## config.mk

```make
export PLATFORM = sky130hd
export DESIGN_NAME = cts_tx_sched
export DESIGN_NICKNAME = d
export VERILOG_FILES = /design/src/rtl/cts_pkg.sv /design/src/rtl/cts_tx_arbiter.sv /design/src/rtl/cts_bit_timing.sv /design/src/rtl/cts_tx_sched.sv
export SDC_FILE = /design/constraint.sdc
export NUM_CORES = 1
export LEC_CHECK = 0
export BUFFER_PORTS_ARGS = -buffer_cell sky130_fd_sc_hd__buf_2
export CAP_MARGIN = 30
export CELL_PAD_IN_SITES_DETAIL_PLACEMENT = 2
export CELL_PAD_IN_SITES_GLOBAL_PLACEMENT = 2
export CORE_ASPECT_RATIO = 1.2
export CORE_MARGIN = 5
export CORE_UTILIZATION = 25
export CTS_BUF_LIST = sky130_fd_sc_hd__clkbuf_16
export DETAILED_ROUTE_END_ITERATION = 7
export MAX_ROUTING_LAYER = met4
export PLACE_DENSITY_LB_ADDON = 0.1
export SYNTH_ARGS = -nofsm -noshare
export SYNTH_HDL_FRONTEND = slang
export SYNTH_SLANG_ARGS = --single-unit
```

## constraint.sdc

```tcl
create_clock -name REF_CLK -period 13.94 [get_ports REF_CLK]
set_input_delay 2.788 -clock REF_CLK [delete_from_list [all_inputs] [get_ports REF_CLK]]
set_output_delay 2.788 -clock REF_CLK [all_outputs]
set_load 0.1 [all_outputs]
```

## src/rtl/cts_pkg.sv

```systemverilog
// Shared constants and types for the transmit scheduler and bit-timing block.
`default_nettype none
package cts_pkg;
	// Three transmit buffers, four priority levels.
	localparam int NUM_BUF = 3;
	localparam int PRI_W = 2;
	localparam int BUF_W = 2;
	// Register byte offsets on the APB word map.
	localparam logic [7:0] ADDR_TXB0 = 8'h00, ADDR_STEP = 8'h04, ADDR_CTRL = 8'h0c;
	localparam logic [7:0] ADDR_INTF = 8'h10, ADDR_CFG1 = 8'h14, ADDR_CFG2 = 8'h18;
	localparam logic [7:0] ADDR_TEC = 8'h1c;
	// Transmit buffer control fields.
	localparam int TXC_PRI = 0, TXC_IE = 2, TXC_REQ = 3, TXC_ERR = 4, TXC_LARB = 5, TXC_ABT = 6;
	// Control register fields.
	localparam int CTRL_CKS = 11, CTRL_ABORT_ALL_REQUEST = 12;
	// Interrupt flag register fields; free flags occupy FREE .. FREE+2.
	localparam int INTF_FREE = 2, INTF_ERROR_INT_FLAG = 5, INTF_WAR = 10, INTF_EP = 12, INTF_BO = 13;
	// Bit timing fields.
	localparam int CFG1_BRP = 0, CFG1_SJW = 6;
	localparam int CFG2_PROP_SEGMENT_LEN = 0, CFG2_PH1 = 3, CFG2_SAM = 6, CFG2_PH2 = 8, CFG2_OK = 15;
	localparam int BRP_W = 6, SEG_W = 3, SJW_W = 2, CNT_W = 5;
	// Transmit error counter limits.
	localparam int TEC_W = 9;
	localparam logic [TEC_W-1:0] TEC_WARN = 9'h060, TEC_PASSIVE = 9'h07f, TEC_BUSOFF = 9'h0ff;
	localparam logic [TEC_W-1:0] TEC_SAT = 9'h1ff;
	// Module clock: REF_CLK is four instruction clocks; select divides by four.
	localparam logic [1:0] CKS_LAST = 2'h3;
	localparam int CAN_MODULE_CLOCK_MAX_MHZ = 30;
	// Nominal bit time bounds in quanta, and the one-quantum sync segment.
	localparam logic [CNT_W-1:0] BIT_TQ_MIN = 5'h08, BIT_TQ_MAX = 5'h19, TQ_ONE = 5'h01;
	typedef enum logic [1:0] {SCH_IDLE = 2'b01, SCH_BUSY = 2'b10} cts_sched_type;
	typedef enum logic [3:0] {
		SEG_SYNC = 4'b0001,
		SEG_PROP = 4'b0010,
		SEG_PH1 = 4'b0100,
		SEG_PH2 = 4'b1000
	} cts_seg_type;
endpackage
`default_nettype wire

```

## src/rtl/cts_tx_arbiter.sv

```systemverilog
// Picks the pending transmit buffer with the highest priority level.
`default_nettype none
module cts_tx_arbiter
	import cts_pkg::*;
(
	input wire logic [NUM_BUF-1:0] pending,
	input wire logic [NUM_BUF*PRI_W-1:0] prio,
	output logic any,
	output logic [BUF_W-1:0] sel
);
	logic [PRI_W-1:0] best;

	// Level 11 wins over 10 and 01, 00 loses; ties go to the higher index.
	always_comb
	begin
		any = 1'b0;
		sel = '0;
		best = '0;
		for (int i = 0; i < NUM_BUF; i++)
		begin
			if (pending[i] && (!any || prio[i*PRI_W +: PRI_W] >= best))
			begin
				any = 1'b1;
				sel = BUF_W'(i);
				best = prio[i*PRI_W +: PRI_W];
			end
		end
	end
endmodule
`default_nettype wire

```

## src/rtl/cts_bit_timing.sv

```systemverilog
// Nominal bit-time generator: prescaler, segments, sampling and synchronisation.
`default_nettype none
module cts_bit_timing
	import cts_pkg::*;
(
	input wire logic clk,
	input wire logic rst,
	input wire logic mod_en,
	input wire logic [BRP_W-1:0] baud_prescaler,
	input wire logic [SEG_W-1:0] prop_segment_len,
	input wire logic [SEG_W-1:0] ph1,
	input wire logic [SEG_W-1:0] ph2,
	input wire logic [SJW_W-1:0] sync_jump_width,
	input wire logic triple_sample_sel,
	input wire logic bus_idle,
	input wire logic rx,
	output logic sample_stb,
	output logic bit_val,
	output logic bit_start
);
	logic [BRP_W:0] presc;
	logic tq_tick, half_tick, rx_q, fall, synced, maj, hard, resync, shorten;
	logic [1:0] hist;
	cts_seg_type seg;
	logic [CNT_W-1:0] seg_cnt, seg_len, cur_len, since, ph1_ext, jw, err_q;

	// One quantum is 2*(brp+1) module clocks; the half point feeds triple sampling.
	assign tq_tick = mod_en && presc == {baud_prescaler, 1'b1};
	assign half_tick = mod_en && presc == {1'b0, baud_prescaler};
	assign fall = rx_q && !rx;
	assign hard = fall && bus_idle;
	assign resync = fall && !bus_idle && !synced && seg != SEG_SYNC;
	assign jw = CNT_W'(sync_jump_width) + TQ_ONE;
	assign err_q = (since + TQ_ONE < jw) ? since + TQ_ONE : jw;
	assign maj = (rx & hist[0]) | (rx & hist[1]) | (hist[0] & hist[1]);

	// Prescaler restarts on a hard synchronisation edge.
	always_ff @(posedge clk)
	begin
		if (rst || hard || tq_tick)
			presc <= '0;
		else if (mod_en)
			presc <= presc + 1'b1;
	end

	// Bus history at half-quantum spacing, used for the majority vote.
	always_ff @(posedge clk)
	begin
		if (rst)
		begin
			rx_q <= 1'b1;
			hist <= 2'h3;
		end
		else
		begin
			rx_q <= rx;
			if (half_tick || tq_tick)
				hist <= {hist[0], rx};
		end
	end

	// Resync lengthens phase one or shortens phase two by at most the jump width.
	always_comb
	begin
		cur_len = seg_len;
		shorten = 1'b0;
		if (resync && seg == SEG_PH1)
			cur_len = seg_len + err_q;
		else if (resync && seg == SEG_PH2)
		begin
			if (seg_len - seg_cnt <= jw)
				shorten = 1'b1;
			else
				cur_len = seg_len - jw;
		end
	end

	// Segment sequencer; an edge in phase two within the jump width of its end starts the next bit at once.
	always_ff @(posedge clk)
	begin
		if (rst)
		begin
			seg <= SEG_SYNC;
			seg_cnt <= '0;
			seg_len <= TQ_ONE;
			since <= '0;
			ph1_ext <= '0;
			synced <= 1'b0;
			sample_stb <= 1'b0;
			bit_val <= 1'b1;
			bit_start <= 1'b0;
		end
		else
		begin
			sample_stb <= 1'b0;
			bit_start <= 1'b0;
			if (hard || shorten)
			begin
				seg <= SEG_SYNC;
				seg_cnt <= '0;
				seg_len <= TQ_ONE;
				ph1_ext <= '0;
				synced <= 1'b1;
				bit_start <= 1'b1;
			end
			else
			begin
				if (resync)
					synced <= 1'b1;
				if (resync && seg == SEG_PROP)
					ph1_ext <= err_q;
				seg_len <= cur_len;
				if (tq_tick)
				begin
					since <= (seg == SEG_SYNC) ? '0 : since + TQ_ONE;
					seg_cnt <= seg_cnt + TQ_ONE;
					if (seg_cnt + TQ_ONE >= cur_len)
					begin
						seg_cnt <= '0;
						case (seg)
							SEG_SYNC:
							begin
								seg <= SEG_PROP;
								seg_len <= CNT_W'(prop_segment_len) + TQ_ONE;
							end
							SEG_PROP:
							begin
								seg <= SEG_PH1;
								seg_len <= CNT_W'(ph1) + TQ_ONE + ph1_ext;
							end
							SEG_PH1:
							begin
								seg <= SEG_PH2;
								seg_len <= CNT_W'(ph2) + TQ_ONE;
								sample_stb <= 1'b1;
								bit_val <= triple_sample_sel ? maj : rx;
							end
							default:
							begin
								seg <= SEG_SYNC;
								seg_len <= TQ_ONE;
								ph1_ext <= '0;
								synced <= 1'b0;
								bit_start <= 1'b1;
							end
						endcase
					end
				end
			end
		end
	end
endmodule
`default_nettype wire

```

## src/rtl/cts_tx_sched.sv

```systemverilog
// Transmit scheduler, error counting and bit-timing configuration with an APB slave.
// Functional notes
// - Two-bit priority per buffer: 11 highest, 10 and 01 middle, 00 lowest.
// - Setting a request clears that buffer's aborted, lost and error flags.
// - Request only queues; highest priority starts when bus idle, priority resolved first.
// - First-try success clears the request; free flag raised when enabled.
// - A failed attempt keeps the request; a bus error sets the error flag.
// - Lost arbitration sets the lost flag and raises no interrupt flag.
// - Abort by clearing one request or by the abort-all request bit.
// - Abort before start or after lost/error sets aborted, never the free flag.
// - Each acknowledge, form or bit error while sending adds exactly one.
// - Error count above 96 sets the error and warning flags.
// - Per-buffer free flags show which empty buffer can be loaded.
// - Error count above 127 enters error passive and sets its flag.
// - Error count above 255 enters bus off and sets its flag.
// - Bit time is sync, prop, phase one, phase two; 8 to 25 quanta.
// - One quantum is 2*(prescaler+1) module clocks.
// - Module clock is REF_CLK, or a quarter of it when clock select set.
// - Propagation segment is 1 to 8 quanta from a 3-bit field.
// - Phase one and phase two are 1 to 8 quanta each.
// - Sample at end of phase one; optional majority of three half-quantum samples.
// - Each incoming edge is compared to sync and phase segments adjusted. The code resyncs only on the first falling edge outside sync in each bit.
// - Adjustment limited to jump width 1..4 quanta; phase two exceeds it. The code does not check this; timing_ok only bounds the 8 to 25 quanta total.
// - Idle recessive-to-dominant edge hard-syncs and blocks resync that bit.
//
// Implementation choices: the address map and register access over APB.
`default_nettype none
module cts_tx_sched
	import cts_pkg::*;
(
	input wire logic REF_CLK,
	input wire logic RST,
	input wire logic PSEL,
	input wire logic PENABLE,
	input wire logic PWRITE,
	input wire logic [7:0] PADDR,
	input wire logic [31:0] PWDATA,
	output logic [31:0] PRDATA,
	output logic PREADY,
	output logic PSLVERR,
	input wire logic BUS_IDLE,
	input wire logic TX_DONE,
	input wire logic TX_LOST_ARB,
	input wire logic TX_ACK_ERR,
	input wire logic TX_FORM_ERR,
	input wire logic TX_BIT_ERR,
	input wire logic RX_IN,
	output logic TX_START,
	output logic [BUF_W-1:0] TX_BUF_SEL,
	output logic TX_ACTIVE,
	output logic BUS_OFF,
	output logic SAMPLE_STROBE,
	output logic SAMPLE_BIT,
	output logic BIT_START
);
	// Per-buffer control and status.
	logic [NUM_BUF*PRI_W-1:0] prio;
	logic [NUM_BUF-1:0] ie, req, err_f, larb, abt, abort_pend, free, txb_wr, sw_abort;
	// Control, timing configuration and error state.
	logic abort_all_request, cks, triple_sample_sel, war, ep, error_int_flag, timing_ok, mod_en;
	logic [BRP_W-1:0] baud_prescaler;
	logic [SJW_W-1:0] sync_jump_width;
	logic [SEG_W-1:0] prop_segment_len, ph1, ph2;
	logic [TEC_W-1:0] tec;
	logic [TEC_W:0] next_tec;
	logic [1:0] err_inc, cks_cnt;
	logic [CNT_W-1:0] bit_len;
	cts_sched_type state;
	logic arb_any, acc, wr, abort_all_request_go, intf_wr, start_now, bus_err, busy, fin;
	logic [BUF_W-1:0] arb_sel;
	logic [31:0] next_prdata;

	// One decode serves both the write strobes and the read mux.
	function automatic logic txb_hit(input logic [7:0] a, input int i);
		return a == (ADDR_TXB0 + 8'(i) * ADDR_STEP);
	endfunction

	function automatic logic is_mapped(input logic [7:0] a);
		logic hit;
		hit = a == ADDR_CTRL || a == ADDR_INTF || a == ADDR_CFG1;
		hit = hit || a == ADDR_CFG2 || a == ADDR_TEC;
		for (int i = 0; i < NUM_BUF; i++)
			hit = hit || txb_hit(a, i);
		return hit;
	endfunction

	// Writes take effect only at the edge where the access phase meets PREADY.
	assign acc = PSEL && PENABLE && PREADY;
	assign wr = acc && PWRITE;
	assign abort_all_request_go = wr && PADDR == ADDR_CTRL && PWDATA[CTRL_ABORT_ALL_REQUEST];
	assign intf_wr = wr && PADDR == ADDR_INTF;
	assign busy = state == SCH_BUSY;
	assign bus_err = TX_ACK_ERR || TX_FORM_ERR || TX_BIT_ERR;
	assign fin = busy && (TX_DONE || TX_LOST_ARB || bus_err);
	assign err_inc = 2'(TX_ACK_ERR) + 2'(TX_FORM_ERR) + 2'(TX_BIT_ERR);

	// Abort requests: one buffer by clearing its request, or all at once.
	for (genvar i = 0; i < NUM_BUF; i++)
	begin : g_dec
		assign txb_wr[i] = wr && txb_hit(PADDR, i);
		assign sw_abort[i] = req[i] && ((txb_wr[i] && !PWDATA[TXC_REQ]) || abort_all_request_go);
	end

	// Every transfer gets exactly one wait state; the answer is registered.
	always_ff @(posedge REF_CLK)
	begin
		if (RST)
		begin
			PREADY <= 1'b0;
			PRDATA <= '0;
			PSLVERR <= 1'b0;
		end
		else
		begin
			PREADY <= PSEL && PENABLE && !PREADY;
			if (PSEL && PENABLE && !PREADY)
			begin
				PRDATA <= PWRITE ? '0 : next_prdata;
				PSLVERR <= !is_mapped(PADDR);
			end
		end
	end

	// Read mux; unmapped addresses and reserved bits read as zero.
	always_comb
	begin
		next_prdata = '0;
		case (PADDR)
			ADDR_CTRL:
			begin
				next_prdata[CTRL_CKS] = cks;
				next_prdata[CTRL_ABORT_ALL_REQUEST] = abort_all_request;
			end
			ADDR_INTF:
			begin
				next_prdata[INTF_FREE +: NUM_BUF] = free;
				next_prdata[INTF_ERROR_INT_FLAG] = error_int_flag;
				next_prdata[INTF_WAR] = war;
				next_prdata[INTF_EP] = ep;
				next_prdata[INTF_BO] = BUS_OFF;
			end
			ADDR_CFG1:
			begin
				next_prdata[CFG1_BRP +: BRP_W] = baud_prescaler;
				next_prdata[CFG1_SJW +: SJW_W] = sync_jump_width;
			end
			ADDR_CFG2:
			begin
				next_prdata[CFG2_PROP_SEGMENT_LEN +: SEG_W] = prop_segment_len;
				next_prdata[CFG2_PH1 +: SEG_W] = ph1;
				next_prdata[CFG2_SAM] = triple_sample_sel;
				next_prdata[CFG2_PH2 +: SEG_W] = ph2;
				next_prdata[CFG2_OK] = timing_ok;
			end
			ADDR_TEC: next_prdata[TEC_W-1:0] = tec;
			// Buffer words sit in the default branch so no other branch can touch their bits.
			default:
				for (int i = 0; i < NUM_BUF; i++)
				begin
					if (txb_hit(PADDR, i))
					begin
						next_prdata[TXC_PRI +: PRI_W] = prio[i*PRI_W +: PRI_W];
						next_prdata[TXC_IE] = ie[i];
						next_prdata[TXC_REQ] = req[i];
						next_prdata[TXC_ERR] = err_f[i];
						next_prdata[TXC_LARB] = larb[i];
						next_prdata[TXC_ABT] = abt[i];
					end
				end
		endcase
	end

	// Clock select and bit timing configuration.
	always_ff @(posedge REF_CLK)
	begin
		if (RST)
		begin
			cks <= 1'b0;
			baud_prescaler <= '0;
			sync_jump_width <= '0;
			prop_segment_len <= '0;
			ph1 <= '0;
			ph2 <= '0;
			triple_sample_sel <= 1'b0;
		end
		else
		begin
			if (wr && PADDR == ADDR_CTRL)
				cks <= PWDATA[CTRL_CKS];
			if (wr && PADDR == ADDR_CFG1)
			begin
				baud_prescaler <= PWDATA[CFG1_BRP +: BRP_W];
				sync_jump_width <= PWDATA[CFG1_SJW +: SJW_W];
			end
			if (wr && PADDR == ADDR_CFG2)
			begin
				prop_segment_len <= PWDATA[CFG2_PROP_SEGMENT_LEN +: SEG_W];
				ph1 <= PWDATA[CFG2_PH1 +: SEG_W];
				triple_sample_sel <= PWDATA[CFG2_SAM];
				ph2 <= PWDATA[CFG2_PH2 +: SEG_W];
			end
		end
	end

	// Buffer state; engine outcomes come after software so the engine wins a conflict.
	always_ff @(posedge REF_CLK)
	begin
		if (RST)
		begin
			prio <= '0;
			ie <= '0;
			req <= '0;
			err_f <= '0;
			larb <= '0;
			abt <= '0;
			abort_pend <= '0;
		end
		else
		begin
			for (int i = 0; i < NUM_BUF; i++)
			begin
				if (txb_wr[i])
				begin
					prio[i*PRI_W +: PRI_W] <= PWDATA[TXC_PRI +: PRI_W];
					ie[i] <= PWDATA[TXC_IE];
					if (PWDATA[TXC_REQ] && !req[i])
					begin
						req[i] <= 1'b1;
						err_f[i] <= 1'b0;
						larb[i] <= 1'b0;
						abt[i] <= 1'b0;
						abort_pend[i] <= 1'b0;
					end
				end
				if (sw_abort[i] && busy && TX_BUF_SEL == BUF_W'(i))
					abort_pend[i] <= 1'b1;
				else if (sw_abort[i])
				begin
					req[i] <= 1'b0;
					abt[i] <= 1'b1;
				end
				if (busy && TX_BUF_SEL == BUF_W'(i))
				begin
					if (TX_DONE)
					begin
						req[i] <= 1'b0;
						abort_pend[i] <= 1'b0;
					end
					else if (TX_LOST_ARB || bus_err)
					begin
						larb[i] <= larb[i] || TX_LOST_ARB;
						err_f[i] <= err_f[i] || bus_err;
						if (abort_pend[i] || sw_abort[i])
						begin
							req[i] <= 1'b0;
							abt[i] <= 1'b1;
							abort_pend[i] <= 1'b0;
						end
					end
				end
			end
		end
	end

	// Free flags: set on success when enabled, cleared by writing one.
	always_ff @(posedge REF_CLK)
	begin
		if (RST)
			free <= '0;
		else
			for (int i = 0; i < NUM_BUF; i++)
			begin
				if (intf_wr && PWDATA[INTF_FREE + i])
					free[i] <= 1'b0;
				if (busy && TX_DONE && TX_BUF_SEL == BUF_W'(i) && ie[i])
					free[i] <= 1'b1;
			end
	end

	// The abort-all bit reads back set until no abort waits on a frame.
	always_ff @(posedge REF_CLK)
	begin
		if (RST)
			abort_all_request <= 1'b0;
		else if (abort_all_request_go)
			abort_all_request <= 1'b1;
		else if (abort_pend == '0)
			abort_all_request <= 1'b0;
	end

	cts_tx_arbiter u_arb (
		.pending(req & ~abort_pend),
		.prio(prio),
		.any(arb_any),
		.sel(arb_sel)
	);

	// No start in a cycle with a register write, so a priority change lands first.
	assign start_now = state == SCH_IDLE && arb_any && BUS_IDLE && !BUS_OFF && !wr;

	// Scheduler: idle until a start, busy until the engine reports an outcome.
	always_ff @(posedge REF_CLK)
	begin
		if (RST)
		begin
			state <= SCH_IDLE;
			TX_START <= 1'b0;
			TX_BUF_SEL <= '0;
			TX_ACTIVE <= 1'b0;
		end
		else
		begin
			TX_START <= start_now;
			case (state)
				SCH_IDLE:
					if (start_now)
					begin
						state <= SCH_BUSY;
						TX_BUF_SEL <= arb_sel;
						TX_ACTIVE <= 1'b1;
					end
				SCH_BUSY:
					if (fin)
					begin
						state <= SCH_IDLE;
						TX_ACTIVE <= 1'b0;
					end
				default:
				begin
					state <= SCH_IDLE;
					TX_ACTIVE <= 1'b0;
				end
			endcase
		end
	end

	// The count saturates so the bus-off state cannot wrap back to active.
	assign next_tec = {1'b0, tec} + (TEC_W + 1)'(err_inc);
	always_ff @(posedge REF_CLK)
	begin
		if (RST)
			tec <= '0;
		else if (busy && bus_err)
			tec <= next_tec > {1'b0, TEC_SAT} ? TEC_SAT : next_tec[TEC_W-1:0];
	end

	// Error state flags follow the count; the summary flag is sticky.
	always_ff @(posedge REF_CLK)
	begin
		if (RST)
		begin
			war <= 1'b0;
			ep <= 1'b0;
			BUS_OFF <= 1'b0;
			error_int_flag <= 1'b0;
		end
		else
		begin
			war <= tec > TEC_WARN;
			ep <= tec > TEC_PASSIVE;
			BUS_OFF <= tec > TEC_BUSOFF;
			if (intf_wr && PWDATA[INTF_ERROR_INT_FLAG])
				error_int_flag <= 1'b0;
			if (tec > TEC_WARN && !war)
				error_int_flag <= 1'b1;
		end
	end

	// Module clock enable: every REF_CLK edge, or one in four when selected.
	always_ff @(posedge REF_CLK)
	begin
		if (RST)
			cks_cnt <= '0;
		else
			cks_cnt <= cks_cnt + 2'h1;
	end
	assign mod_en = !cks || cks_cnt == CKS_LAST;

	// Quanta per bit: sync plus three programmed segments of 1..8 each.
	assign bit_len = TQ_ONE * 5'h4 + CNT_W'(prop_segment_len) + CNT_W'(ph1) + CNT_W'(ph2);
	assign timing_ok = bit_len >= BIT_TQ_MIN && bit_len <= BIT_TQ_MAX;

	cts_bit_timing u_bt (
		.clk(REF_CLK),
		.rst(RST),
		.mod_en(mod_en && timing_ok),
		.baud_prescaler(baud_prescaler),
		.prop_segment_len(prop_segment_len),
		.ph1(ph1),
		.ph2(ph2),
		.sync_jump_width(sync_jump_width),
		.triple_sample_sel(triple_sample_sel),
		.bus_idle(BUS_IDLE),
		.rx(RX_IN),
		.sample_stb(SAMPLE_STROBE),
		.bit_val(SAMPLE_BIT),
		.bit_start(BIT_START)
	);
endmodule
`default_nettype wire

```

Yosys cells after proc, flatten, opt, wreduce, memory -nomap -nowiden --
Index checks and enable logic that the tools add are counted.
Cells by class: $add $sub $neg 18, order comparisons 11, equality and inequality tests 21, muxes and demuxes 166, bitwise operators 10, reductions and logical operators 125
Operator list (number):
- $mux 1 | 133
- $logic_and 1x1->1 | 62
- $mux 5 | 12
- $eq 8x5->1 const B | 4
- $logic_or 1x1->1 | 31
- $mux 7 | 3
- $pmux 4 s5 | 1
- $gt 9x7->1 const B | 2
- $eq 8x4->1 const B | 2
- $mux 16 | 1
- $logic_not 1->1 | 15
- $pmux 5 s3 | 1
- $add 3x1->4 const B | 3
- $pmux 4 s3 | 1
- $add 5x1->5 const B | 2
- $add 5x5->5 | 2
- $add 9x2->10 | 1
- $gt 10x9->1 const B | 1
- $mux 2 | 5
- $pmux 1 s2 | 5
- $reduce_bool 2->1 | 5
- $sub 5x5->5 | 2
- $gt 9x8->1 const B | 1
- $mux 9 | 1
- 42 further kinds | 55
Word-level totals: register bits 140, output and inout port bits 42

Longest topological paths before layout --
Gate-level depths: netlist of the first run.
word-level depth 17, mapped depth 22, gate-level depth less buffers 21

By module --
A second synthesis of the first run with hierarchy kept.
Second synthesis, totals: cell total of the unflattened synthesis 892, area total of the unflattened synthesis 7659.8 sq um
Modules (own cells, without submodules):
- cts_tx_sched | instances 1, cells an instance 521, area an instance 4598.2 sq um
- cts_bit_timing | instances 1, cells an instance 350, area an instance 2894.0 sq um
- cts_tx_arbiter | instances 1, cells an instance 21, area an instance 167.7 sq um

Worst setup path before layout of the first run --
OpenSTA, ideal clock, no wires.
path kind input to register, start input RX_IN, end register u_bt.seg_len[4], setup time 0.128 ns, arrival time 5.491 ns, required time 13.812 ns, slack 8.321 ns, stages on the path 16, buffers on the path 2, path through nor4b_2 nor2b_1 and2_0 clkbuf_1 a21oi_1 a21boi_0 inv_1 ha_1 nand2b_1 a211oi_1 o21ai_1 nand2b_1 clkbuf_1 nor3_1 a31oi_1 nor2_1
On the way: cells in the longest elaborated chain, start to end 11, elaborated cells on any way between the ends 17, those cells by class order compare (1); mux (6); reduce/logical (10)
Ends and longest elaborated chain:
- start, declared | RTL line cts_tx_sched.sv:47 | input wire logic RX_IN,
- $logic_not 1->1 (*) | RTL line cts_bit_timing.sv:30 | assign fall = rx_q && !rx;
- $logic_and 1x1->1 (*) | RTL line cts_bit_timing.sv:30
- $logic_and 1x1->1 (3 in a row) | RTL line cts_bit_timing.sv:32 | assign resync = fall && !bus_idle && !synced && seg != SEG_SYNC;
- $logic_and 1x1->1 | RTL line cts_bit_timing.sv:69 | else if (resync && seg == SEG_PH2)
- $mux 5 | RTL line cts_bit_timing.sv:69
- $mux 5 | RTL line cts_bit_timing.sv:67 | if (resync && seg == SEG_PH1)
- $ge 5x5->1 | RTL line cts_bit_timing.sv:117 | if (seg_cnt + TQ_ONE >= cur_len)
- $mux 5 | RTL line cts_bit_timing.sv:117
- $mux 5 | RTL line cts_bit_timing.sv:113 | if (tq_tick)
- end signal, assigned | RTL line cts_bit_timing.sv:112 | seg_len <= cur_len;
- end signal, assigned | RTL line cts_bit_timing.sv:124 | seg_len <= CNT_W'(prop_segment_len) + TQ_ONE;
- end signal, assigned | RTL line cts_bit_timing.sv:129 | seg_len <= CNT_W'(ph1) + TQ_ONE + ph1_ext;
- end, declared | RTL line cts_bit_timing.sv:25 | logic [CNT_W-1:0] seg_cnt, seg_len, cur_len, since, ph1_ext, jw, err_q;
Every way passes the cells marked *; elsewhere a longest branch is shown, timed or not. A chain may end at the register's enable or synchronous reset.

Worst setup path in the final report of the first run --
start input RX_IN, end register u_bt.seg_len[3]
The elaborated chain is that of the path after synthesis.

==> results of run 1 <==
-- how the worst min path moves through the flow --
stage | startpoint | to | cells after the start
after floorplan | cks_cnt[0]$_SDFF_PP0_ | cks_cnt[0]$_SDFF_PP0_ | 1
after global placement | cks_cnt[0]$_SDFF_PP0_ | cks_cnt[0]$_SDFF_PP0_ | 1
after detailed placement | cks_cnt[0]$_SDFF_PP0_ | cks_cnt[0]$_SDFF_PP0_ | 1
after CTS | cks_cnt[0]$_SDFF_PP0_ | cks_cnt[0]$_SDFF_PP0_ | 1
after global routing | cks_cnt[0]$_SDFF_PP0_ | cks_cnt[0]$_SDFF_PP0_ | 1
final | cks_cnt[0]$_SDFF_PP0_ | cks_cnt[0]$_SDFF_PP0_ | 1
-- kinds of logic (layout without fill, tap and decap cells) --
kind of cell,count (synthesis),count (layout),synth area share [%]
AOI/OAI and AO/OA,182,182,15.7
xor gates and xnor gates,39,39,4.68
adders and majority gates,52,52,9.92
buffers and inverters,91,130,5.97
DFF,122,122,33.5
muxes,46,46,7.14
other,1,18,0.0514
and+or+nand+nor,335,335,23.1
-- final cells by class --
type | count | area (sq um) | area share [%]
clock buffers | 17 | 425 | 5.03
clock inverters | 14 | 158 | 1.86
inverters | 37 | 139 | 1.64
multi-input cells | 672 | 4490 | 53.1
flip-flops and latches | 122 | 2440 | 28.9
well taps | 385 | 482 | 5.69
repair buffers | 62 | 325 | 3.84
-- report_power, final --
part | total [mW] | internal (mW) | switching [mW]
Clock | 0.450 | 0.277 | 0.173
Sequential | 0.351 | 0.350 | 0.000625
Combinational | 0.0573 | 0.00982 | 0.0474
Total | 0.858 | 0.637 | 0.221
-- routing by layer --
layer,GRT usage (%),wire (um),part of all wire [%]
met1,18.1,10700,41
met5,-,0,0
met2,30.1,13900,54
met3,2.88,662,2.6
met4,5.17,601,2.3
-- state kept, by name, summed over array words and instances, names as in the netlist, 3 cells and up --
signal / count
prio: 6
PRDATA: 15
u_bt.seg_len: 5
abort_pend: 3
err_f: 3
abt: 3
baud_prescaler: 6
ie: 3
ph2: 3
tec: 9
prop_segment_len: 3
free: 3
u_bt.ph1_ext: 5
req: 3
u_bt.presc: 7
u_bt.seg_cnt: 5
u_bt.seg: 4
u_bt.since: 5
larb: 3
ph1: 3
-- stage by stage --
stage / utilization, % / total power [mW]
3_5_place_dp: 27.4 / 0.417
5_1_grt: 29.4 / 0.895
3_3_place_gp: 27.4 / 0.417
6_report: 29.4 / 0.858
2_1_floorplan: - / 0.403
4_1_cts: 29.4 / 0.876
-- placed cells by master, fill, tap and decap left out, types with 18 or more instances in the layout --
| master | n |
|---|---|
| dfxtp_1 | 122 |
| mux2i_1 | 34 |
| buf_2 | 56 |
| nand3_1 | 19 |
| ha_1 | 41 |
| inv_1 | 38 |
| nand2_1 | 71 |
| nor3_1 | 26 |
| a21oi_1 | 77 |
| conb_1 | 18 |
| xnor2_1 | 23 |
| o21ai_0 | 25 |
| nor2_1 | 124 |
==> results by group, run 1 <==
Critical path
  – Flop-to-flop setup slack: 8160 ps
  – Stages on the worst setup path: 14
  – Crit path from: RX_IN
  – CP required: 14220 ps
  – Worst-path fanout max: 15
  – Worst R2R End: u_bt.seg_len[3]$_SDFF_PP0_
  – Worst r2r path cells: 20
  – Crit Path Category: in -> reg
  – Worst EP arrival: 6840 ps
  – Critical path's slowest cell: o21ai_1
  – CP max stage delay: 540 ps
  – Top cell family by delay on the critical path: compound AO/OA/AOI/OAI gates
  – CP Capture Point: u_bt.seg_len[3]$_SDFF_PP0_
  – CP endpoint kind: register
  – CP Buf/Inv Count: 2
  – Reg2reg start: sync_jump_width[0]$_SDFFE_PP0P_
  – Crit-path cells: buf_2 -> nor4b_2 -> nand4b_1 -> a31oi_1 -> a21oi_1 -> a21boi_0 -> inv_1 -> ha_1 -> nand2b_1 -> a211oi_1 -> o21ai_1 -> nand2b_1 -> a221oi_1 -> a211oi_1
  – Startpoint types: input pin

Detailed routing
  – Drt total wl: 25900 um
  – DR vias: 6422
  – DRT antenna net count: 0
  – Residual DRC: 0
  – First DRT Iteration DRCs: 227
  – Vias per cell: 4.91
  – DR WL/cell: 19.8 um
  – Drt first pass iters: 4

Clock network
  – Cts hold-fix bufs: 0
  – Postcts setup bufs: 0
  – Sink Count: 122
  – Num CTS Buffers: 17
  – Clk slew on worst S/H paths: 60 ps
  – H-tree levels: 4
  – Clock Latency Late Sink: 420 ps
  – Post-CTS sizing: 0
  – TritonCTS clock tree: done
  – CTS root buf: clkbuf_16
  – Max Root-Sink Buffers: 2

Global route
  – First-pass GRT wire length: 41200 um
  – Vias in the first global route: 7034
  – Total congestion overflow: 0
  – Antenna violations before repair: 0
  – Tot GR Track Use: 16.4%
  – Largest net degree at the start of global routing: 56

STA
  – Max Clock Freq: 152 MHz
  – Setup_tns: 0 ps
  – Worst clock skew: 11.8 ps
  – Tmin final: 6570 ps
  – Final Hold Slack: 426 ps
  – Relative slew slack: 42.0%
  – RSZ-0062 raised after global routing: false
  – Slew Viols, Final: 0
  – Setup Viol. Count Final: 0
  – Fin. Hold Viols: 0
  – Tightest Pin Transition: 865 ps
  – Final Worst Setup Slack: 7370 ps
  – Period utilisation layout: 47.1%

Synth
  – Most instantiated cells after synthesis: nor2_1, dfxtp_1, a21oi_1
  – Most frequent cell after synthesis: nor2_1
  – Synth warn: 0
  – Syn Area/Cell: 8.40 sq um
  – Yosys reg bits: 122
  – EDFF count, synth: 0
  – Synth top area share: 33.5%
  – Share of flip-flops with an asynchronous set or reset: 0%
  – Post-synth cell types: 78
  – Register area share after synthesis: 33.5%
  – Top post-synthesis cells by area: dfxtp_1, ha_1, nor2_1
  – Synth Flop Type: dfxtp_1
  – Post-Syn Instances: 868
  – Top cell type by total area after synthesis: dfxtp_1
  – Mapped Area: 7290 sq um

Run status
  – Status: finished, final reports clean

Placed design
  – Post-DP HPWL: 20000 um
  – Worst slack, placed: 6800 ps
  – Dpl cells: 1278
  – Gpl congestion: 0.769
  – Area after DPL: 7880 sq um
  – Buffers added on ports: 57

Finish
  – Layout cells sized above 1: 13.9%
  – # fillers: 3383
  – Layout Cells excl Fill: 1309
  – Final std cell area, no fill: 8460 sq um
  – Nets@finish: 1015
  – Area Growth Syn to Fin: 16.1%
  – Diode count: 0

Power
  – Leak Pwr: 3.30 nW
  – P per Cell Area: 101 nW/um^2
  – Maximum vdd drop: 0.0495 mV

Floorplanning
  – Initial core utilization: 25.4%
  – DIE AREA: 32700 sq um
  – Placeable Area: 28800 sq um
  – Rows: 68
  – Die Height: 197 um
  – IO Count: 94
  – Die width: 166 um

Job
  – Max-cap violations: 0

Min path
  – Worst min path class: reg -> reg
Power figures use the tool's default switching activity.
==> run 2: changes to the inputs <==
==> constraint.sdc (replaced) <==
create_clock -name REF_CLK -period 6.5 [get_ports REF_CLK]
set_input_delay 1.3 -clock REF_CLK [delete_from_list [all_inputs] [get_ports REF_CLK]]
set_output_delay 1.3 -clock REF_CLK [all_outputs]
set_load 0.1 [all_outputs]
==> results by group, run 2 (same netlist as run 1, synthesis figures left out) <==
Finish
  – Nets@finish: 1017 (+0.20%)
  – Max reg flops: 15 (unchanged)
  – Biggest regs: PRDATA x15, tec x9, u_bt.presc x7
  – Most frequent cells in the layout: nor2_1, dfxtp_1, a21oi_1, nand2_1, buf_2
  – Diode count: 0 (unchanged)
  – Final Util: 29.3% (-0.17 points)
  – Most common library cell in the layout ignoring fill and taps: nor2_1
  – Storage cell area: 2440 sq um (unchanged)
  – Largest Register: PRDATA
  – Area Growth Syn to Fin: 15.4%
  – Area occupied by multi-input gates: 4490 sq um (unchanged)
  – # fillers: 3380 (-0.089%)
  – Layout cells sized above 1: 13.7% (-0.15 points)
  – Final std cell area, no fill: 8410 sq um (-0.59%)

Floorplanning
  – DIE AREA: 32700 sq um (unchanged)
  – Initial core utilization: 25.4% (unchanged)
  – Placeable Area: 28800 sq um (unchanged)
  – Die width: 166 um (unchanged)
  – Die Height: 197 um (unchanged)
  – IO Count: 94 (unchanged)
  – Rows: 68 (unchanged)

Critical path
  – Crit Path Category: reg -> reg
  – Reg2reg start: sync_jump_width[0]$_SDFFE_PP0P_
  – CP required: 6810 ps (-7410 ps)
  – CP endpoint kind: register
  – Startpoint types: register
  – Worst R2R End: u_bt.ph1_ext[1]$_SDFF_PP0_
  – Worst r2r path cells: 21 (+5.0%)
  – Flop-to-flop setup slack: 890 ps (-7270 ps)
  – Worst EP arrival: 5910 ps (-930 ps)
  – Worst-path fanout max: 7 (-8)

Placed design
  – Gpl congestion: 0.784 (+2.0%)
  – Area after DPL: 7890 sq um (+0.16%)
  – Buffers added on ports: 57 (unchanged)
  – Post-DP HPWL: 19900 um (-0.93%)

STA
  – Max Clock Freq: 178 MHz
  – Worst clock skew: 13.1 ps (+1.36 ps)
  – Final Hold Slack: 425 ps (-0.824 ps)
  – Fin. Hold Viols: 0 (unchanged)
  – Relative slew slack: 39.8% (-2.2 points)
  – Tmin final: 5610 ps
  – RSZ-0062 raised after global routing: false
  – Period utilisation layout: 86.3%
  – Setup Viol. Count Final: 0 (unchanged)
  – Setup_tns: 0 ps (unchanged)
  – Slew Viols, Final: 0 (unchanged)
  – Tightest Pin Transition: 898 ps (+32.8 ps)

Min path
  – Worst Hold Depth: 1 (unchanged)
  – Worst min path class: reg -> reg
  – Hold Crit Endpoint: cks_cnt[0]$_SDFF_PP0_
  – Hold Crit Start: cks_cnt[0]$_SDFF_PP0_

Detailed routing
  – Residual DRC: 0 (unchanged)
  – DRT antenna net count: 0 (unchanged)
  – First DRT Iteration DRCs: 192 (-15%)
  – DR vias: 6379 (-0.67%)
  – Vias per cell: 4.86 (-0.90%)
  – Drt first pass iters: 4 (unchanged)
  – Drt total wl: 25600 um (-1.0%)
  – DR WL/cell: 19.5 um (-1.2%)

Global route
  – Antenna violations before repair: 0 (unchanged)
  – Vias in the first global route: 7006 (-0.40%)
  – Largest net degree at the start of global routing: 63 (+13%)
  – First-pass GRT wire length: 40700 um (-1.1%)
  – Total congestion overflow: 0 (unchanged)
  – Tot GR Track Use: 16.4% (about the same)

Clock network
  – Num CTS Buffers: 17 (unchanged)
  – H-tree levels: 4 (unchanged)
  – TritonCTS clock tree: done
  – CTS root buf: clkbuf_16
  – Post-CTS sizing: 0 (unchanged)
  – Postcts setup bufs: 0 (unchanged)
  – Sink Count: 122 (unchanged)
  – Clock Latency Late Sink: 430 ps (about the same)
  – Cts hold-fix bufs: 0 (unchanged)
  – Clk slew on worst S/H paths: 60 ps (about the same)
  – Max Root-Sink Buffers: 2 (unchanged)

Power
  – Leak Pwr: 3.31 nW (+0.42%)
  – Maximum vdd drop: 0.0978 mV (+98%)
  – Total power: 1.75 mW (+100%)
  – P per Cell Area: 208 nW/um^2 (+100%)

Run status
  – Status: finished, final reports clean

Job
  – Max-cap violations: 0 (unchanged)
-- run 2: how the worst max path moves through the flow --
stage,depth (start not counted),from,to,slack (ps)
finish,21,sync_jump_width[0]$_SDFFE_PP0P_,u_bt.ph1_ext[1]$_SDFF_PP0_,890
detailed placement,21,sync_jump_width[0]$_SDFFE_PP0P_,u_bt.ph1_ext[1]$_SDFF_PP0_,800
CTS,21,sync_jump_width[0]$_SDFFE_PP0P_,u_bt.ph1_ext[1]$_SDFF_PP0_,780
floorplan,22,sync_jump_width[0]$_SDFFE_PP0P_,u_bt.seg_len[4]$_SDFF_PP0_,1880
global placement,21,sync_jump_width[0]$_SDFFE_PP0P_,u_bt.ph1_ext[1]$_SDFF_PP0_,890
global route,21,sync_jump_width[0]$_SDFFE_PP0P_,u_bt.ph1_ext[4]$_SDFF_PP0_,440
-- run 2: critical path, stage by stage (launching register included) --
cell	delay (ps)
dfxtp_1	350
ha_1	370
inv_1	100
ha_1	280
a21o_1	160
maj3_1	340
or2_2	310
mux2i_1	220
ha_1	260
fa_1	410
a21o_1	200
a21oi_1	140
nor2_1	60
o21ai_0	220
nand2_1	90
ha_1	310
o211ai_1	90
o21ai_1	530
nor2b_1	380
o21ai_0	270
nand2b_1	290
a211oi_1	80
-- run 2: through the flow --
stage / cells / setup WS [ps]
after floorplan: 885 / 1880
after global placement: 1279 / 894
after detailed placement: 1280 / 803
after CTS: 1312 / 777
after global routing: 1312 / 443
final: 1312 / 892
-- run 2: area by class of cell --
class                      count  area share, %
clock buffer                  17           5.06
clock inverter                15           1.13
inverter                      37           1.65
multi-input combinational    672           53.4
sequential                   122           29.0
tap                          385           5.72
timing repair buffer          64           4.01
-- run 2: per-layer routing --
| layer | vias up | track usage [%] | part of all wire (%) |
|---|---|---|---|
| met5 | - | - | 0 |
| met4 | 0 | 4.71 | 1.9 |
| met3 | 20 | 2.76 | 1.7 |
| met2 | 51 | 30.2 | 54 |
| met1 | 3189 | 18.3 | 42 |
| li1 | 3119 | - | - |
-- run 2: where the power goes --
part	total, mW	internal, mW	switching (mW)
logic	0.123	0.0211	0.101
registers	0.752	0.751	0.00140
clock network	0.873	0.511	0.362
total	1.75	1.28	0.465
==> run 3: changes to the inputs <==
--- a/config.mk
+++ b/config.mk
@@ -10,8 +10,7 @@
 export CELL_PAD_IN_SITES_DETAIL_PLACEMENT = 2
 export CELL_PAD_IN_SITES_GLOBAL_PLACEMENT = 2
 export CORE_ASPECT_RATIO = 1.2
-export CORE_MARGIN = 5
-export CORE_UTILIZATION = 25
+export CORE_UTILIZATION = 35
 export CTS_BUF_LIST = sky130_fd_sc_hd__clkbuf_16
 export DETAILED_ROUTE_END_ITERATION = 7
 export MAX_ROUTING_LAYER = met4
==> results by group, run 3 (same netlist as run 1, synthesis figures left out) <==
Run status
  – Status: finished, final reports clean

Global route
  – Antenna violations before repair: 0 (unchanged)
  – Tot GR Track Use: 25.3% (+8.9 points)
  – Total congestion overflow: 0 (unchanged)
  – First-pass GRT wire length: 40200 um (-1.3%)
  – Vias in the first global route: 7327 (+4.6%)
  – Largest net degree at the start of global routing: 53 (-16%)

STA
  – Fin. Hold Viols: 0 (unchanged)
  – Tmin final: 5670 ps (+66.3 ps)
  – RSZ-0062 raised after global routing: false
  – Slew Viols, Final: 0 (unchanged)
  – Setup_tns: 0 ps (unchanged)
  – Max Clock Freq: 176 MHz (-1.2%)
  – Tightest Pin Transition: 1020 ps (+118 ps)
  – Worst clock skew: 6.23 ps (-6.92 ps)
  – Final Worst Setup Slack: 826 ps (-66.3 ps)
  – Final Hold Slack: 436 ps (+10.8 ps)
  – Period utilisation layout: 87.3% (+1.0 points)
  – Setup Viol. Count Final: 0 (unchanged)
  – Relative slew slack: 30.5% (-9.3 points)

Power
  – Clk pwr share: 50.6% (+0.7 points)
  – Leak Pwr: 3.30 nW (-0.34%)
  – Sw frac: 25.5% (-1.1 points)
  – Maximum vdd drop: 0.155 mV (+59%)
  – Logic pwr share: 7.0% (about the same)
  – Sw Pwr: 0.453 mW (-2.7%)
  – Power Internal: 1.32 mW (+3.1%)
  – P per Cell Area: 214 nW/um^2 (+3.1%)
  – Sequential Power Share: 42.4% (-0.6 points)

Critical path
  – Worst r2r path cells: 21 (unchanged)
  – CP endpoint kind: register
  – CP required: 6800 ps (about the same)
  – Crit path from: sync_jump_width[0]$_SDFFE_PP0P_
  – Crit Path Category: reg -> reg
  – Worst-path fanout max: 7 (unchanged)
  – Flop-to-flop setup slack: 830 ps (-70 ps)
  – Startpoint types: register
  – Worst EP arrival: 5970 ps (+60 ps)
  – Reg2reg start: sync_jump_width[0]$_SDFFE_PP0P_
  – Worst R2R End: u_bt.ph1_ext[1]$_SDFF_PP0_

Finish
  – # fillers: 2333 (-31%)
  – Area occupied by multi-input gates: 4480 sq um (-0.25%)
  – Biggest regs: PRDATA x15, tec x9, u_bt.presc x7
  – Nets@finish: 1016 (-0.098%)
  – Most common library cell in the layout ignoring fill and taps: nor2_1
  – Final std cell area, no fill: 8280 sq um (-1.5%)
  – Storage cell area: 2440 sq um (unchanged)
  – Max reg flops: 15 (unchanged)
  – Area Growth Syn to Fin: 13.6%
  – Largest Register: PRDATA
  – Most frequent cells in the layout: nor2_1, dfxtp_1, a21oi_1, nand2_1, buf_2
  – Final Util: 40.8% (+11 points)
  – Layout cells sized above 1: 13.4% (-0.29 points)

Clock network
  – Max Root-Sink Buffers: 2 (unchanged)
  – Cts hold-fix bufs: 0 (unchanged)
  – CTS root buf: clkbuf_16
  – Num CTS Buffers: 17 (unchanged)
  – Clock Latency Late Sink: 420 ps (about the same)
  – Post-CTS sizing: 0 (unchanged)
  – Clk slew on worst S/H paths: 60 ps (about the same)
  – Sink Count: 122 (unchanged)
  – TritonCTS clock tree: done
  – H-tree levels: 4 (unchanged)
  – Postcts setup bufs: 0 (unchanged)

Floorplanning
  – Rows: 57 (-16%)
  – Placeable Area: 20300 sq um (-29%)
  – Die width: 134 um (-19%)
  – IO Count: 94 (unchanged)
  – Die Height: 160 um (-19%)
  – Initial core utilization: 35.9% (+11 points)
  – DIE AREA: 21400 sq um (-34%)

Detailed routing
  – Drt total wl: 25100 um (-2.1%)
  – DRT antenna net count: 0 (unchanged)
  – Residual DRC: 0 (unchanged)
  – Drt first pass iters: 4 (unchanged)
  – First DRT Iteration DRCs: 234 (+22%)
  – Vias per cell: 5.53 (+14%)
  – DR WL/cell: 21.1 um (+7.8%)
  – DR vias: 6587 (+3.3%)

Placed design
  – Area after DPL: 7720 sq um (-2.2%)
  – Worst slack, placed: 803 ps (+0.338 ps)
  – Buffers added on ports: 57 (unchanged)
  – Post-DP HPWL: 19400 um (-2.4%)
  – Gpl congestion: 0.823 (+5.0%)

Min path
  – Hold Crit Start: cks_cnt[0]$_SDFF_PP0_
  – Worst Hold Depth: 1 (unchanged)
  – Worst min path class: reg -> reg
  – Hold Crit Endpoint: cks_cnt[0]$_SDFF_PP0_

Job
  – Max-cap violations: 0 (unchanged)
-- run 3: power groups by stage --
| stage | Clock (mW) | Combinational (mW) | Sequential, mW |
|---|---|---|---|
| after floorplan | 0 | 0.0890 | 0.775 |
| after global placement | 0 | 0.119 | 0.769 |
| after detailed placement | 0 | 0.122 | 0.769 |
| after CTS | 0.918 | 0.123 | 0.753 |
| after global routing | 0.948 | 0.131 | 0.753 |
| final | 0.898 | 0.123 | 0.753 |
-- run 3: routing by layer --
layer	vias to the layer above	track usage [%]	part of all wire (%)
li1	3119	-	-
met1	3323	25.4	38
met2	94	47.3	56
met3	51	4.03	2.4
met4	0	11.3	3.8
met5	-	-	0
-- run 3: worst max path at each step --
stage / endpoint / slack [ps]
6_report: u_bt.ph1_ext[1]$_SDFF_PP0_ / 830
3_5_place_dp: u_bt.ph1_ext[1]$_SDFF_PP0_ / 800
2_1_floorplan: u_bt.seg_len[4]$_SDFF_PP0_ / 1880
5_1_grt: u_bt.ph1_ext[1]$_SDFF_PP0_ / 430
3_3_place_gp: u_bt.ph1_ext[1]$_SDFF_PP0_ / 1040
4_1_cts: u_bt.ph1_ext[1]$_SDFF_PP0_ / 760
-- run 3: critical path, cell delays in order (launching register included) --
cell and delay, ps:
dfxtp_1 450, ha_1 330, inv_1 130, ha_1 250, a21o_1 160, maj3_1 350, or2_2 300, mux2i_1 190
ha_1 250, fa_1 420, a21o_1 190, a21oi_1 140, nor2_1 70, o21ai_0 250, nand2_1 90, ha_1 310
o211ai_1 80, o21ai_1 450, nor2b_1 450, o21ai_0 270, nand2b_1 300, a211oi_1 100
-- run 3: stage by stage --
step	cells	total power, mW
final	1191	1.77
after global placement	1157	0.888
after floorplan	885	0.864
after global routing	1190	1.83
after detailed placement	1158	0.891
after CTS	1189	1.79
-- run 3: layout make-up --
cell class / count / share of cell area [%]
inverter: 37 / 1.68
clock buffer: 17 / 5.14
multi-input combinational: 672 / 54.1
clock inverter: 14 / 1.39
antenna: 1 / 0.0302
tap: 265 / 4.00
sequential: 122 / 29.5
timing repair buffer: 63 / 4.18
